[config.mk]
export PLATFORM = sky130hd
export DESIGN_NAME = oob_link_init
export DESIGN_NICKNAME = d
export VERILOG_FILES = /design/src/logic/oob_init_pkg.sv /design/src/logic/comreset_detect.sv /design/src/logic/oob_link_init.sv
export VERILOG_INCLUDE_DIRS = /design/src /design/src/logic
export SDC_FILE = /design/constraint.sdc
export NUM_CORES = 1
export LEC_CHECK = 0
export ABC_CLOCK_PERIOD_IN_PS = 2400
export BUFFER_PORTS_ARGS = -buffer_cell sky130_fd_sc_hd__buf_4
export CAP_MARGIN = 30
export CORE_MARGIN = 8
export CORE_UTILIZATION = 44
export CTS_CLUSTER_SIZE = 16
export DETAILED_ROUTE_END_ITERATION = 16
export GPL_ROUTABILITY_DRIVEN = 0
export PLACE_DENSITY = 0.77
export RECOVER_POWER = 100
export SLEW_MARGIN = 25
export SYNTH_ARGS = -nofsm -noshare
export SYNTH_HDL_FRONTEND = slang
export SYNTH_SLANG_ARGS = --single-unit
[constraint.sdc]
create_clock -name i_clock -period 2.4 [get_ports i_clock]
set_input_delay 0.48 -clock i_clock [delete_from_list [all_inputs] [get_ports i_clock]]
set_output_delay 0.48 -clock i_clock [all_outputs]
set_load 0.01 [all_outputs]
[src/logic/oob_init_defines.svh]
// Purpose: constants for the device out-of-band link bring-up block
// Assumes: 40 MHz core clock, every time figure converted to core cycles
// Notes: least times round up, longest times round down
`ifndef OOB_INIT_DEFINES_SVH
`define OOB_INIT_DEFINES_SVH

// core clock period in picoseconds
`define CLK_PERIOD_PS 25000
`define PS_CEIL_CYC(ps) (((ps) + `CLK_PERIOD_PS - 1) / `CLK_PERIOD_PS)
`define PS_FLOOR_CYC(ps) ((ps) / `CLK_PERIOD_PS)

// align negotiation window, one speed step (54.6 us)
`define ALIGN_WAIT_PS 54600000
`define ALIGN_WAIT_CYC `PS_CEIL_CYC(`ALIGN_WAIT_PS)
// extended align window including receiver lock time (109.2 us)
`define ALIGN_WAIT_LONG_PS 109200000
`define ALIGN_WAIT_LONG_CYC `PS_CEIL_CYC(`ALIGN_WAIT_LONG_PS)
// idle after comwake during which received align is not trusted (533 ns)
`define ALIGN_BLANK_PS 533000
`define ALIGN_BLANK_CYC `PS_CEIL_CYC(`ALIGN_BLANK_PS)
// longest idle gap allowed between comwake end and align start (53.3 ns)
`define WAKE_IDLE_MAX_PS 53300
`define WAKE_IDLE_MAX_CYC `PS_FLOOR_CYC(`WAKE_IDLE_MAX_PS)
// reset detector gap window around the nominal 320 ns spacing
`define RST_GAP_MIN_PS 240000
`define RST_GAP_MIN_CYC `PS_CEIL_CYC(`RST_GAP_MIN_PS)
`define RST_GAP_MAX_PS 400000
`define RST_GAP_MAX_CYC `PS_FLOOR_CYC(`RST_GAP_MAX_PS)
// bursts in one run needed before the reset detector fires; the first opens the run, the rest need good spacing
`define RST_BURSTS 3'h4

// register map (byte addresses on the wishbone bus)
`define REG_CTRL 8'h00
`define REG_STATUS 8'h04
`define CTRL_RESET 8'h02
// control fields
`define CTRL_MAXSPD_LSB 0
`define CTRL_EXTEND_BIT 2
`define CTRL_COMINIT_BIT 3
// status fields
`define STAT_STATE_LSB 0
`define STAT_SPEED_LSB 4
`define STAT_PHYRDY_BIT 6
`define STAT_LINKUP_BIT 7
`define STAT_RESUME_BIT 8
`define STAT_RSTDET_BIT 9

`endif

[src/logic/oob_init_pkg.sv]
// Purpose: types shared by the out-of-band bring-up block
// Assumes: nothing
// Notes: state codes follow a gray path from reset to ready
package oob_init_pkg;
	typedef enum logic [3:0] {
		ST_RESET = 4'h0,
		ST_COMINIT = 4'h1,
		ST_AWAIT_WAKE = 4'h3,
		ST_AWAIT_NOWAKE = 4'h2,
		ST_COMWAKE = 4'h6,
		ST_SEND_ALIGN = 4'h7,
		ST_READY = 4'h5,
		ST_PARTIAL = 4'h4,
		ST_SLUMBER = 4'hc,
		ST_REDUCE = 4'hd,
		ST_ERROR = 4'hf
	} dev_state_t;

	typedef enum logic [2:0] {
		TX_IDLE = 3'h0,
		TX_COMINIT = 3'h1,
		TX_COMWAKE = 3'h2,
		TX_D10_2 = 3'h3,
		TX_ALIGN = 3'h4,
		TX_LINK = 3'h5
	} tx_kind_t;
endpackage

[src/logic/comreset_detect.sv]
// Purpose: spots a host reset burst train on the receive squelch level
// Assumes: i_rx_burst is high while a burst is on the line
// Notes: output falls once the line stays idle past the longest gap
`timescale 1ns/1ps
`default_nettype none
`include "oob_init_defines.svh"

module comreset_detect (
	input wire logic i_clock,
	input wire logic i_rst_n,
	input wire logic i_rx_burst,
	output logic o_comreset
);
	// gap counter saturates one past the window so long idles stay long
	localparam logic [4:0] GAP_MIN = 5'(`RST_GAP_MIN_CYC);
	localparam logic [4:0] GAP_MAX = 5'(`RST_GAP_MAX_CYC);

	logic burst_q; // previous squelch level for edge finding
	logic [4:0] gap; // idle cycles since the last burst ended
	logic [2:0] bursts; // bursts in the current run: the opening burst plus those with in-window spacing

	wire burst_rise = i_rx_burst & ~burst_q;
	wire gap_ok = (gap >= GAP_MIN) && (gap <= GAP_MAX);
	wire gap_long = gap > GAP_MAX;

	// measure idle gaps between bursts
	always_ff @(posedge i_clock or negedge i_rst_n) begin
		if (!i_rst_n) begin
			burst_q <= 1'b0;
			gap <= 5'h0;
		end else begin
			burst_q <= i_rx_burst;
			if (i_rx_burst)
				gap <= 5'h0;
			else if (!gap_long)
				gap <= gap + 5'h1;
		end
	end

	// count consecutive good bursts, a bad spacing restarts the run
	always_ff @(posedge i_clock or negedge i_rst_n) begin
		if (!i_rst_n) begin
			bursts <= 3'h0;
			o_comreset <= 1'b0;
		end else begin
			if (burst_rise) begin
				if (gap_ok && bursts != `RST_BURSTS)
					bursts <= bursts + 3'h1;
				else if (!gap_ok)
					bursts <= 3'h1; // this burst opens a new run
			end else if (gap_long) begin
				bursts <= 3'h0;
			end
			// out-of-window spacing or release negates the output
			if (gap_long || (burst_rise && !gap_ok))
				o_comreset <= 1'b0;
			else if (bursts == `RST_BURSTS)
				o_comreset <= 1'b1;
		end
	end
endmodule // comreset_detect
`default_nettype wire

[src/logic/oob_link_init.sv]
// Purpose: device side out-of-band bring-up, speed negotiation and power states
// Assumes: oob burst sender, comwake detector and primitive decoder sit outside
// Notes: registers reached over classic wishbone, one aligned word each
// What this block does
// - timeout at lowest speed enters the error state
// - no idle gap after comwake before align
// - device resume keeps speed, never reduces it
// - host align detected moves to ready
// - ignore early align noise; optional longer wait
// - reduce speed, wait valid signal, resend align
// - error holds unless resume failed, then comwake
// - ready sends link words, phyrdy when synced
// - link partial or slumber request leaves ready
// - partial exit: comwake or await host wake end
// - slumber exit: comwake or await host wake end
// - received host reset acts as hard reset
// - reset detector needs four bursts, bad spacing negates
// - reset release answered with cominit; cominit anytime
// - link up after three non-align primitives
// - reset forces reset state from any state
// - align starts fastest; d10.2 while pll unlocked
// - comwake done always moves to align sending
// - resume skips calibration straight to comwake
`timescale 1ns/1ps
`default_nettype none
`include "oob_init_defines.svh"

module oob_link_init #(
	parameter int unsigned ALIGN_WAIT_LONG_CYC = `ALIGN_WAIT_LONG_CYC // extended align window
) (
	input wire logic i_clock,
	input wire logic i_rst_n,
	// line side status from analog front end and decoders
	input wire logic i_rx_burst,
	input wire logic i_comwake_det,
	input wire logic i_oob_done,
	input wire logic i_rx_align,
	input wire logic i_rx_prim,
	input wire logic i_pll_locked,
	input wire logic i_speed_done,
	input wire logic i_rx_sync,
	input wire logic i_tx_valid,
	// link layer side
	input wire logic i_partial,
	input wire logic i_slumber,
	input wire logic [31:0] i_link_data,
	// wishbone slave
	input wire logic i_wb_cyc,
	input wire logic i_wb_stb,
	input wire logic i_wb_we,
	input wire logic [7:0] i_wb_adr,
	input wire logic [3:0] i_wb_sel,
	input wire logic [31:0] i_wb_dat,
	output logic [31:0] o_wb_dat,
	output logic o_wb_ack,
	// transmit and power control
	output oob_init_pkg::tx_kind_t o_tx_kind,
	output logic [31:0] o_tx_data,
	output logic [1:0] o_speed,
	output logic o_phyrdy,
	output logic o_link_up,
	output logic o_power_partial,
	output logic o_power_slumber,
	output logic o_error
);
	localparam logic [12:0] WAIT_LAST = 13'(`ALIGN_WAIT_CYC - 1);
	localparam logic [12:0] LONG_LAST = 13'(ALIGN_WAIT_LONG_CYC - 1);
	localparam logic [12:0] BLANK = 13'(`ALIGN_BLANK_CYC);

	oob_init_pkg::dev_state_t state; // current bring-up state
	oob_init_pkg::dev_state_t next_state; // state for the next edge
	oob_init_pkg::tx_kind_t next_tx_kind; // what the line carries next
	logic [12:0] timer; // cycles spent in the current align window
	logic resuming; // bring-up is a resume from a power state
	logic wake_seen; // host comwake was noticed while in partial
	logic [1:0] non_align; // consecutive non-align primitives in ready
	logic [7:0] ctrl; // software control byte
	logic cominit_kick; // one-cycle request to start cominit
	logic comreset; // host reset detector output

	// host reset burst train detector
	comreset_detect u_rst_det (
		.i_clock(i_clock),
		.i_rst_n(i_rst_n),
		.i_rx_burst(i_rx_burst),
		.o_comreset(comreset)
	);

	// decode of control fields
	wire [1:0] max_speed = ctrl[`CTRL_MAXSPD_LSB +: 2];
	wire extend = ctrl[`CTRL_EXTEND_BIT];
	wire [12:0] align_last = extend ? LONG_LAST : WAIT_LAST;
	wire window_done = timer == align_last;
	// crosstalk right after comwake must not look like a host align
	wire align_ok = i_rx_align && (timer >= BLANK);
	wire in_align = state == oob_init_pkg::ST_SEND_ALIGN;
	wire enter_align = (next_state == oob_init_pkg::ST_SEND_ALIGN) && !in_align;
	wire leave_power = (state == oob_init_pkg::ST_PARTIAL || state == oob_init_pkg::ST_SLUMBER)
		&& next_state != state;

	// wishbone decode; ack answers one cycle after the strobe
	wire wb_req = i_wb_cyc && i_wb_stb && !o_wb_ack;
	wire hit_ctrl = i_wb_adr == `REG_CTRL;
	wire hit_stat = i_wb_adr == `REG_STATUS;
	wire ctrl_wr = wb_req && i_wb_we && hit_ctrl && i_wb_sel[0];
	wire [31:0] stat_word = {22'h0, comreset, resuming, o_link_up, o_phyrdy, o_speed, state};
	wire [31:0] rd_word = hit_ctrl ? {24'h0, ctrl} : (hit_stat ? stat_word : 32'h0);

	// next state; host reset overrides everything, software cominit next
	always_comb begin
		next_state = state;
		case (state)
			oob_init_pkg::ST_RESET: if (!comreset) next_state = oob_init_pkg::ST_COMINIT;
			oob_init_pkg::ST_COMINIT: if (i_oob_done) next_state = oob_init_pkg::ST_AWAIT_WAKE;
			oob_init_pkg::ST_AWAIT_WAKE: if (i_comwake_det) next_state = oob_init_pkg::ST_AWAIT_NOWAKE;
			// calibration is not built, so every path goes straight to comwake
			oob_init_pkg::ST_AWAIT_NOWAKE: if (!i_comwake_det) next_state = oob_init_pkg::ST_COMWAKE;
			oob_init_pkg::ST_COMWAKE: if (i_oob_done) next_state = oob_init_pkg::ST_SEND_ALIGN;
			oob_init_pkg::ST_SEND_ALIGN: begin
				if (align_ok)
					next_state = oob_init_pkg::ST_READY;
				else if (window_done && (resuming || o_speed == 2'h0))
					next_state = oob_init_pkg::ST_ERROR;
				else if (window_done)
					next_state = oob_init_pkg::ST_REDUCE;
			end
			oob_init_pkg::ST_REDUCE: if (i_speed_done) next_state = oob_init_pkg::ST_SEND_ALIGN;
			oob_init_pkg::ST_ERROR: if (resuming) next_state = oob_init_pkg::ST_COMWAKE;
			oob_init_pkg::ST_READY: begin
				if (i_partial)
					next_state = oob_init_pkg::ST_PARTIAL;
				else if (i_slumber)
					next_state = oob_init_pkg::ST_SLUMBER;
			end
			oob_init_pkg::ST_PARTIAL: begin
				if (!i_partial)
					next_state = (wake_seen || i_comwake_det) ?
						oob_init_pkg::ST_AWAIT_NOWAKE : oob_init_pkg::ST_COMWAKE;
			end
			oob_init_pkg::ST_SLUMBER: begin
				if (!i_slumber)
					next_state = i_comwake_det ?
						oob_init_pkg::ST_AWAIT_NOWAKE : oob_init_pkg::ST_COMWAKE;
			end
			default: next_state = oob_init_pkg::ST_RESET;
		endcase
		if (cominit_kick)
			next_state = oob_init_pkg::ST_COMINIT;
		if (comreset)
			next_state = oob_init_pkg::ST_RESET;
	end

	// line content follows the coming state so no idle cycle is inserted
	always_comb begin
		case (next_state)
			oob_init_pkg::ST_COMINIT: next_tx_kind = oob_init_pkg::TX_COMINIT;
			oob_init_pkg::ST_COMWAKE: next_tx_kind = oob_init_pkg::TX_COMWAKE;
			oob_init_pkg::ST_SEND_ALIGN, oob_init_pkg::ST_REDUCE:
				next_tx_kind = i_pll_locked ? oob_init_pkg::TX_ALIGN : oob_init_pkg::TX_D10_2;
			oob_init_pkg::ST_READY: next_tx_kind = oob_init_pkg::TX_LINK;
			default: next_tx_kind = oob_init_pkg::TX_IDLE;
		endcase
	end

	// state register
	always_ff @(posedge i_clock or negedge i_rst_n) begin
		if (!i_rst_n)
			state <= oob_init_pkg::ST_RESET;
		else
			state <= next_state;
	end

	// align window timer, restarted on entry and after each speed step
	always_ff @(posedge i_clock or negedge i_rst_n) begin
		if (!i_rst_n)
			timer <= 13'h0;
		else if (enter_align)
			timer <= 13'h0;
		else if (in_align && !window_done)
			timer <= timer + 13'h1;
	end

	// speed: fastest on a fresh start, one step down per failed window
	always_ff @(posedge i_clock or negedge i_rst_n) begin
		if (!i_rst_n)
			o_speed <= 2'h0;
		else if (state == oob_init_pkg::ST_COMWAKE && enter_align && !resuming)
			o_speed <= max_speed;
		else if (in_align && next_state == oob_init_pkg::ST_REDUCE)
			o_speed <= o_speed - 2'h1;
	end

	// resume bookkeeping; held through errors so a failed resume retries
	always_ff @(posedge i_clock or negedge i_rst_n) begin
		if (!i_rst_n) begin
			resuming <= 1'b0;
			wake_seen <= 1'b0;
		end else begin
			if (next_state == oob_init_pkg::ST_RESET || next_state == oob_init_pkg::ST_COMINIT
				|| next_state == oob_init_pkg::ST_READY)
				resuming <= 1'b0;
			else if (leave_power)
				resuming <= 1'b1;
			if (state != oob_init_pkg::ST_PARTIAL)
				wake_seen <= 1'b0;
			else if (i_comwake_det)
				wake_seen <= 1'b1;
		end
	end

	// link-up after three non-align primitives in ready with no align primitive between them
	always_ff @(posedge i_clock or negedge i_rst_n) begin
		if (!i_rst_n)
			non_align <= 2'h0;
		else if (state != oob_init_pkg::ST_READY || (i_rx_prim && i_rx_align))
			non_align <= 2'h0;
		else if (i_rx_prim && non_align != 2'h3)
			non_align <= non_align + 2'h1;
	end

	// registered outputs toward the line and the link layer
	always_ff @(posedge i_clock or negedge i_rst_n) begin
		if (!i_rst_n) begin
			o_tx_kind <= oob_init_pkg::TX_IDLE;
			o_tx_data <= 32'h0;
			o_phyrdy <= 1'b0;
			o_link_up <= 1'b0;
			o_power_partial <= 1'b0;
			o_power_slumber <= 1'b0;
			o_error <= 1'b0;
		end else begin
			o_tx_kind <= next_tx_kind;
			o_tx_data <= (next_state == oob_init_pkg::ST_READY) ? i_link_data : 32'h0;
			o_phyrdy <= state == oob_init_pkg::ST_READY && i_rx_sync && i_tx_valid;
			o_link_up <= state == oob_init_pkg::ST_READY && non_align == 2'h3;
			o_power_partial <= next_state == oob_init_pkg::ST_PARTIAL;
			o_power_slumber <= next_state == oob_init_pkg::ST_SLUMBER;
			o_error <= next_state == oob_init_pkg::ST_ERROR;
		end
	end

	// wishbone slave: control byte, cominit kick, read mux
	always_ff @(posedge i_clock or negedge i_rst_n) begin
		if (!i_rst_n) begin
			ctrl <= `CTRL_RESET;
			cominit_kick <= 1'b0;
			o_wb_ack <= 1'b0;
			o_wb_dat <= 32'h0;
		end else begin
			o_wb_ack <= wb_req;
			if (wb_req)
				o_wb_dat <= rd_word;
			if (ctrl_wr)
				ctrl <= {4'h0, 1'b0, i_wb_dat[2:0]};
			cominit_kick <= ctrl_wr && i_wb_dat[`CTRL_COMINIT_BIT];
		end
	end

	// checks
	AST_ALIGN_TIMEOUT: assert property (@(posedge i_clock) disable iff (!i_rst_n)
		in_align && window_done && !align_ok && o_speed == 2'h0 && !comreset && !cominit_kick
		|=> state == oob_init_pkg::ST_ERROR && o_error)
		else $error("align window at lowest speed did not end in error");
	AST_WAKE_NO_IDLE: assert property (@(posedge i_clock) disable iff (!i_rst_n)
		state == oob_init_pkg::ST_COMWAKE && i_oob_done && !comreset && !cominit_kick
		|=> (o_tx_kind == oob_init_pkg::TX_ALIGN || o_tx_kind == oob_init_pkg::TX_D10_2))
		else $error("line went idle after comwake");
	AST_RESUME_SPEED: assert property (@(posedge i_clock) disable iff (!i_rst_n)
		resuming && in_align |=> state != oob_init_pkg::ST_REDUCE && $stable(o_speed))
		else $error("speed changed during resume");
	AST_READY_ON_ALIGN: assert property (@(posedge i_clock) disable iff (!i_rst_n)
		in_align && align_ok && !comreset && !cominit_kick
		|=> state == oob_init_pkg::ST_READY && o_tx_kind == oob_init_pkg::TX_LINK)
		else $error("host align did not bring ready");
	AST_BLANK: assert property (@(posedge i_clock) disable iff (!i_rst_n)
		in_align && timer < BLANK |=> state != oob_init_pkg::ST_READY)
		else $error("align accepted inside the blanking time");
	AST_REDUCE_STEP: assert property (@(posedge i_clock) disable iff (!i_rst_n)
		in_align && next_state == oob_init_pkg::ST_REDUCE
		|=> o_speed == $past(o_speed) - 2'h1 && state == oob_init_pkg::ST_REDUCE)
		else $error("speed step wrong");
	AST_ERROR_HOLD: assert property (@(posedge i_clock) disable iff (!i_rst_n)
		state == oob_init_pkg::ST_ERROR && !resuming && !comreset && !cominit_kick
		|=> state == oob_init_pkg::ST_ERROR)
		else $error("error state left without cause");
	AST_PHYRDY: assert property (@(posedge i_clock) disable iff (!i_rst_n)
		o_phyrdy |-> $past(state) == oob_init_pkg::ST_READY && $past(i_rx_sync) && $past(i_tx_valid))
		else $error("phyrdy without ready and sync");
	AST_PARTIAL_FIRST: assert property (@(posedge i_clock) disable iff (!i_rst_n)
		state == oob_init_pkg::ST_READY && i_partial && !comreset && !cominit_kick
		|=> state == oob_init_pkg::ST_PARTIAL ##0 o_power_partial && !o_power_slumber)
		else $error("partial request not taken first");
	AST_HOST_RESET: assert property (@(posedge i_clock) disable iff (!i_rst_n)
		comreset |=> state == oob_init_pkg::ST_RESET && o_tx_kind == oob_init_pkg::TX_IDLE)
		else $error("host reset did not force reset state");
endmodule // oob_link_init
`default_nettype wire

==> impl_metrics.py, run 1 <==
metrics = {
    "grt": {
        "grt_antenna_before_repair": 0,
        "grt_pass1_vias": 3490,
        "grt_remaining_overflow": 0,
        "grt_max_degree": 57,
        "grt_pass1_wl_um": 16400,
        "grt_use_total_pct": 15.7,
    },
    "synthesis": {
        "netlist.area_leader.share_pct": 52.5,
        "synth_flop_cell": "dfrtp_1",
        "yosysWarnings": 0,
        "synth-seq-cells": 88,
        "yosys.area.top_type": "dfrtp_1",
        "synth.distinct_cells": 55,
        "synth_cells": 394,
        "synth-edff-count": 0,
        "synthTopCellsByCount": "dfrtp_1 (87), and2_1 (37), nor2_1 (37)",
        "async_flop_share_pct": 100,
        "synth.area.top_cells": "dfrtp_1 (53%), and2_1 (5.6%), buf_4 (4.0%)",
        "syn_area_per_cell_um2": 10.5,
        "yosysMostFrequentCell": "dfrtp_1",
        "netlist_area_um2": 4140,
        "ys_seq_area_share_pct": 53.2,
    },
    "layout": {
        "final.fill_count": 783,
        "area_growth_pct": 29.7,
        "stdcell_count": 663,
        "drive_gt1_share_pct": 25.5,
        "nets": 647,
        "fin_area_um2": 5380,
        "antennaDiodeCount": 0,
    },
    "timing": {
        "setup_ws_ps": -222,
        "max_slew_margin_pct": -11.5,
        "holdWs_ps": 321,
        "fin_skew_ps": 9.01,
        "tightest_slew_ps": 1670,
        "maxSlewViolCount": 34,
        "finalCritPeriodShare_pct": 109,
        "hold_violations": 0,
        "rsz0062_at_grt": "true",
        "clock.fmax_ghz": 0.381,
        "final.min_clock_period_ps": 2620,
        "setup_viol": 51,
    },
    "critical_path": {
        "crit_path_max_incr_delay_ps": 490,
        "crit_fanout": 2,
        "crit_slowest_cell": "or4b_4",
        "cp.arrival_ps": 2870,
        "cp-end-kind": "flop",
        "path_cells": "nor4_4 > or4b_4 > or4_4 > a2111o_1 > mux2i_1 > mux2_4",
        "crit_type": "flop to flop",
        "worstPathRequired_ps": 2650,
        "start_kind": "flop",
    },
    "clock_network": {
        "cts_tree": "yes",
        "cts.sinks": 88,
        "cts.clk_slew.worst_paths_ps": 90,
        "clockRootBuffer": "clkbuf_8",
        "cts_max_level": 3,
        "cts_buffers": 9,
        "clock_latency_ps": 360,
        "ctsLongestPathBuffers": 2,
        "cts_hold_buf": 0,
    },
    "detailed_routing": {
        "post_drt_wl_per_cell_um": 15.1,
        "drt_iter0_drc": 90,
        "wl_um": 10000,
        "vias": 3319,
        "ant_nets": 0,
        "first_pass_iters": 4,
        "route.detailed.drc": 0,
        "drt-vias-per-instance": 5.01,
    },
    "place": {
        "dp_hpwl_um": 7620,
        "port_buffers": 113,
        "placed_cell_area_um2": 5280,
        "dp_slack_ps": -307,
        "dp_cells": 642,
    },
    "floorplanning": {
        "start_util_pct": 45.1,
        "ios": 167,
        "core_um2": 9200,
        "die_h_um": 113,
        "die_w_um": 113,
        "num_rows": 35,
        "die-area_um2": 12800,
    },
    "outcome": {
        "violations": "capacitance limit, slew limit, setup timing",
        "status": "finished, violations left",
    },
    "hold_path": {
        "holdCritPathClass": "primary input to flop",
    },
    "power_and_ir_drop": {
        "leakage_nw": 2.63,
        "vdd_drop_max_v": 0.000444,
        "power_density_nw_per_um2": 958,
        "power.total_w": 0.00515,
    },
    "run": {
        "cap_violations": 1,
    },
}
==> worst paths after layout <==
path                                start       endpoint  slack (ps)  cells past startpoint
max in group asynchronous         i_rst_n       timer[1]         350                      2
min                        i_link_data[7]   o_tx_data[7]         320                      2
max                              timer[9]     o_speed[1]        -220                      6
min in group asynchronous         i_rst_n  o_tx_data[17]         550                      1
max reg2reg                      timer[9]     o_speed[1]        -220                      6
min reg2reg                      o_phyrdy    o_wb_dat[6]         500                      1
==> power breakdown <==
group	switching [W]	total (W)	internal, W
registers	0.000209	0.00197	0.00176
logic	0.00120	0.00223	0.00103
clock network	0.000558	0.000949	0.000391
==> worst max-delay path: cells and delay by family, from the launching register on <==
family	cells	cell delay (ps)
compound gates	1	470
flops	1	410
mux	2	400
simple gates	3	1230
==> cells in the final DEF, fill, tap and decap left out, types with 3 or more instances in the layout <==
master / netlist / layout
nor3_1: 7 / 6
nor2b_1: 3 / 3
a22o_1: 8 / 8
nor4_1: 3 / 3
nand2b_1: 4 / 4
dfrtp_1: 87 / 87
nor3b_1: 4 / 4
and2_1: 37 / 36
inv_1: 19 / 18
a21oi_1: 10 / 8
o211ai_1: 3 / 3
nand4_1: 5 / 5
nand2_1: 25 / 25
clkbuf_8: 0 / 9
xor2_1: 9 / 9
o21ai_0: 16 / 14
nand3_1: 10 / 9
o22ai_1: 4 / 3
mux2_2: 5 / 3
clkbuf_1: 8 / 57
xnor2_1: 6 / 6
ha_1: 8 / 8
buf_4: 22 / 94
conb_1: 1 / 22
nor2_1: 37 / 33
o21bai_1: 4 / 3
and3_1: 4 / 4
mux2i_1: 8 / 8
nor2_2: 0 / 3
==> kinds of logic after synthesis <==
kind of cell / after synthesis / share of synthesized area [%]
AO/OA/AOI/OAI: 61 / 10.1
other: 1 / 0.0905
AND/OR/NAND/NOR: 155 / 20.4
flip-flops: 88 / 53.2
XOR/XNOR: 15 / 3.17
buffers and inverters: 53 / 7.34
multiplexers: 13 / 3.29
adder cells (fa/ha/maj): 8 / 2.42
==> area by class of cell <==
cell class	count	area, um^2	area share (%)
multi-input cells	275	1820	33.8
repair buffers	153	958	17.8
clock buffers	10	128	2.37
well taps	111	139	2.58
inverters	20	77.6	1.44
clock inverters	6	50.0	0.931
flip-flops and latches	88	2200	41.0
==> metal layers <==
metal	wire, um	share of wire, %	global-route usage (%)	vias up
met1	3840	38	17.2	1577
li1	-	-	-	1610
met2	5140	51	27.5	115
met3	894	8.9	6.07	17
met5	0	0	0	-
met4	138	1.4	4.97	0
==> sequential cells by signal, indices dropped and copies added (netlist names), 3 cells and up <==
name / flops
u_rst_det.gap: 5
ctrl: 3
o_tx_kind: 3
o_tx_data: 32
timer: 13
o_wb_dat: 10
state: 4
u_rst_det.bursts: 3
==> through the flow <==
| step | util (%) | TNS, ps |
|---|---|---|
| after global routing | 58.4 | -19110 |
| after detailed placement | 57.4 | -10630 |
| after global placement | 57.4 | -7660 |
| after floorplan | - | -3430 |
| final | 58.4 | -7020 |
| after CTS | 59.8 | -7250 |
==> what timing repair did <==
| item | 4_1_cts | 5_1_grt |
|---|---|---|
| cloned | 0 | 1 |
| buffers inserted | 1 | 5 |
| endpoints found under the setup margin | 51 | 53 |
| gates resized for setup | 7 | 19 |
| pin swaps | 4 | 20 |
No activity file was read; power rests on OpenSTA's default activity.
==> inputs of run 2 (changes only) <==
--- a/config.mk
+++ b/config.mk
@@ -14,6 +14,7 @@
 export CTS_CLUSTER_SIZE = 16
 export DETAILED_ROUTE_END_ITERATION = 16
 export GPL_ROUTABILITY_DRIVEN = 0
+export GPL_TIMING_DRIVEN = 0
 export PLACE_DENSITY = 0.77
 export RECOVER_POWER = 100
 export SLEW_MARGIN = 25
==> impl_metrics.py, run 2 (synthesized netlist as in run 1, its figures left out) <==
metrics = {
    "outcome": {
        "status": "finished, violations left",
        "violations": "capacitance limit, slew limit, setup timing",
    },
    "layout": {
        "antennaDiodeCount": 0,
        "largest_register": "o_tx_data",
        "final_common_cell": "buf_4",
        "final_cell_mix": "buf_4 (92), dfrtp_1 (87), clkbuf_1 (56)",
        "fin_util_pct": 60.0,
        "top_regs": "o_tx_data: 32 flops, timer: 13 flops, o_wb_dat: 10 flops",
        "final.fill_count": 824,
        "nets": 655,
        "drive_gt1_share_pct": 29.1,
        "area_growth_pct": 33.1,
        "largest_register_ffs": 32,
        "stdcell_count": 671,
    },
    "grt": {
        "grt_remaining_overflow": 0,
        "grt_antenna_before_repair": 0,
        "grt_pass1_wl_um": 16600,
        "grt_use_total_pct": 15.9,
        "grt_pass1_vias": 3402,
        "grt_max_degree": 89,
    },
    "clock_network": {
        "cts.clk_slew.worst_paths_ps": 100,
        "cts_hold_buf": 0,
        "cts_max_level": 3,
        "ctsLongestPathBuffers": 2,
        "cts_buffers": 9,
        "clockRootBuffer": "clkbuf_8",
        "cts_tree": "yes",
        "clock_latency_ps": 360,
        "cts.sinks": 88,
    },
    "detailed_routing": {
        "drt-vias-per-instance": 5.00,
        "ant_nets": 0,
        "drt_iter0_drc": 99,
        "first_pass_iters": 4,
        "post_drt_wl_per_cell_um": 15.5,
        "vias": 3357,
        "wl_um": 10400,
        "route.detailed.drc": 0,
    },
    "critical_path": {
        "worstReg2RegEnd": "o_tx_data[24]",
        "cp.arrival_ps": 2950,
        "cp-end-kind": "flop",
        "crit_fanout": 7,
        "startpoint": "timer[9]",
        "critPathCapture": "o_tx_data[24]",
        "rr_worst_depth": 10,
        "reg2reg_from": "timer[9]",
        "worstPathRequired_ps": 2690,
        "start_kind": "flop",
        "regToRegSetupSlack_ps": -250,
        "crit_type": "flop to flop",
    },
    "power_and_ir_drop": {
        "leakage_nw": 2.73,
        "p_seq_share_pct": 36.9,
        "switchingPower_w": 0.00201,
        "power_density_nw_per_um2": 967,
        "switching_share_pct": 37.6,
        "combPwrFrac_pct": 42.6,
        "vdd_drop_max_v": 0.000484,
        "p_int_w": 0.00332,
        "p_clk_share_pct": 20.5,
    },
    "place": {
        "dp_slack_ps": -437,
        "port_buffers": 112,
        "dp_hpwl_um": 7370,
        "dp_cells": 638,
    },
    "timing": {
        "rsz0062_at_grt": "true",
        "clock.fmax_ghz": 0.377,
        "finalCritPeriodShare_pct": 111,
        "holdWs_ps": 317,
        "setup_ws_ps": -254,
        "maxSlewViolCount": 89,
        "max_slew_margin_pct": -42.9,
        "hold_violations": 0,
        "setup_viol": 53,
        "final.min_clock_period_ps": 2650,
        "fin_skew_ps": 15.8,
        "tightest_slew_ps": 2140,
    },
    "hold_path": {
        "hp-start": "i_link_data[6]",
        "holdCritPathClass": "primary input to flop",
    },
    "floorplanning": {
        "ios": 167,
        "die-area_um2": 12800,
        "die_h_um": 113,
        "core_um2": 9200,
        "die_w_um": 113,
        "num_rows": 35,
        "start_util_pct": 45.1,
    },
    "run": {
        "cap_violations": 1,
    },
}
==> run 2: cell count changes in the layout (fill, tap and decap cells not counted), sizes merged <==
cell / before / now
nor2: 38 / 37
clkinv: 2 / 3
clkinvlp: 1 / 0
clkbuf: 66 / 73
inv: 23 / 22
buf: 97 / 99
bufinv: 0 / 1
==> run 2: timing repair <==
action / in CTS / in global routing
endpoints found under the hold margin: 0 / 0
setup buffers: 10 / 4
gates cloned: 2 / 1
pin swaps: 7 / 10
resized for setup: 19 / 36
setup endpoints to repair: 53 / 53
==> run 2: power by group through the flow <==
| stage | Combinational, W | Sequential (W) | Clock, W |
|---|---|---|---|
| after floorplan | 0.00109 | 0.00205 | 0 |
| after global placement | 0.00180 | 0.00199 | 0 |
| after detailed placement | 0.00183 | 0.00201 | 0 |
| after CTS | 0.00214 | 0.00197 | 0.00111 |
| after global routing | 0.00248 | 0.00200 | 0.00118 |
| final | 0.00227 | 0.00197 | 0.00109 |
==> run 2: worst min path at each step <==
stage / depth (start not counted) / endpoint / slack (ps)
global route: 2 / o_tx_data[28] / 300
CTS: 1 / o_tx_data[16] / 210
floorplan: 0 / cominit_kick / 180
detailed placement: 2 / o_wb_dat[0] / 480
finish: 2 / o_tx_data[6] / 320
global placement: 2 / o_wb_dat[2] / 470
==> run 2: per-layer routing <==
layer / global-route usage (%) / share of wire, % / vias to the layer above / routed length [um]
li1: - / - / 1622 / -
met1: 17.3 / 39 / 1613 / 4040
met2: 28.2 / 52 / 108 / 5360
met3: 6.76 / 8.2 / 14 / 855
met4: 3.29 / 1.1 / 0 / 114
met5: 0 / 0 / - / 0
==> run 2: per-stage QoR <==
stage | TNS, ps | cell area, um^2 | total power, W
finish | -10610 | 5510 | 0.00533
global route | -16200 | 5510 | 0.00566
CTS | -11100 | 5580 | 0.00522
detailed placement | -13740 | 5210 | 0.00384
global placement | -12590 | 5210 | 0.00379
floorplan | -3430 | 4230 | 0.00314
==> run 2: layout make-up <==
| class | count | area (um^2) | area share (%) |
|---|---|---|---|
| Buffer | 33 | 246 | 4.47 |
| Clock buffer | 10 | 138 | 2.50 |
| Clock inverter | 6 | 73.8 | 1.34 |
| Inverter | 20 | 77.6 | 1.41 |
| Multi-Input combinational cell | 274 | 1860 | 33.7 |
| Sequential cell | 88 | 2200 | 40.0 |
| Tap cell | 111 | 139 | 2.52 |
| Timing Repair Buffer | 129 | 781 | 14.2 |
==> run 2: worst max-delay path, stage by stage, from the launching register on <==
cell and delay [ps]:
dfrtp_1 410, nor4_2 300, or4b_4 510, or4_4 440, a22o_4 290, nand2_4 90
inv_4 40, nor3_4 120, buf_6 160, buf_6 120, and2_4 130
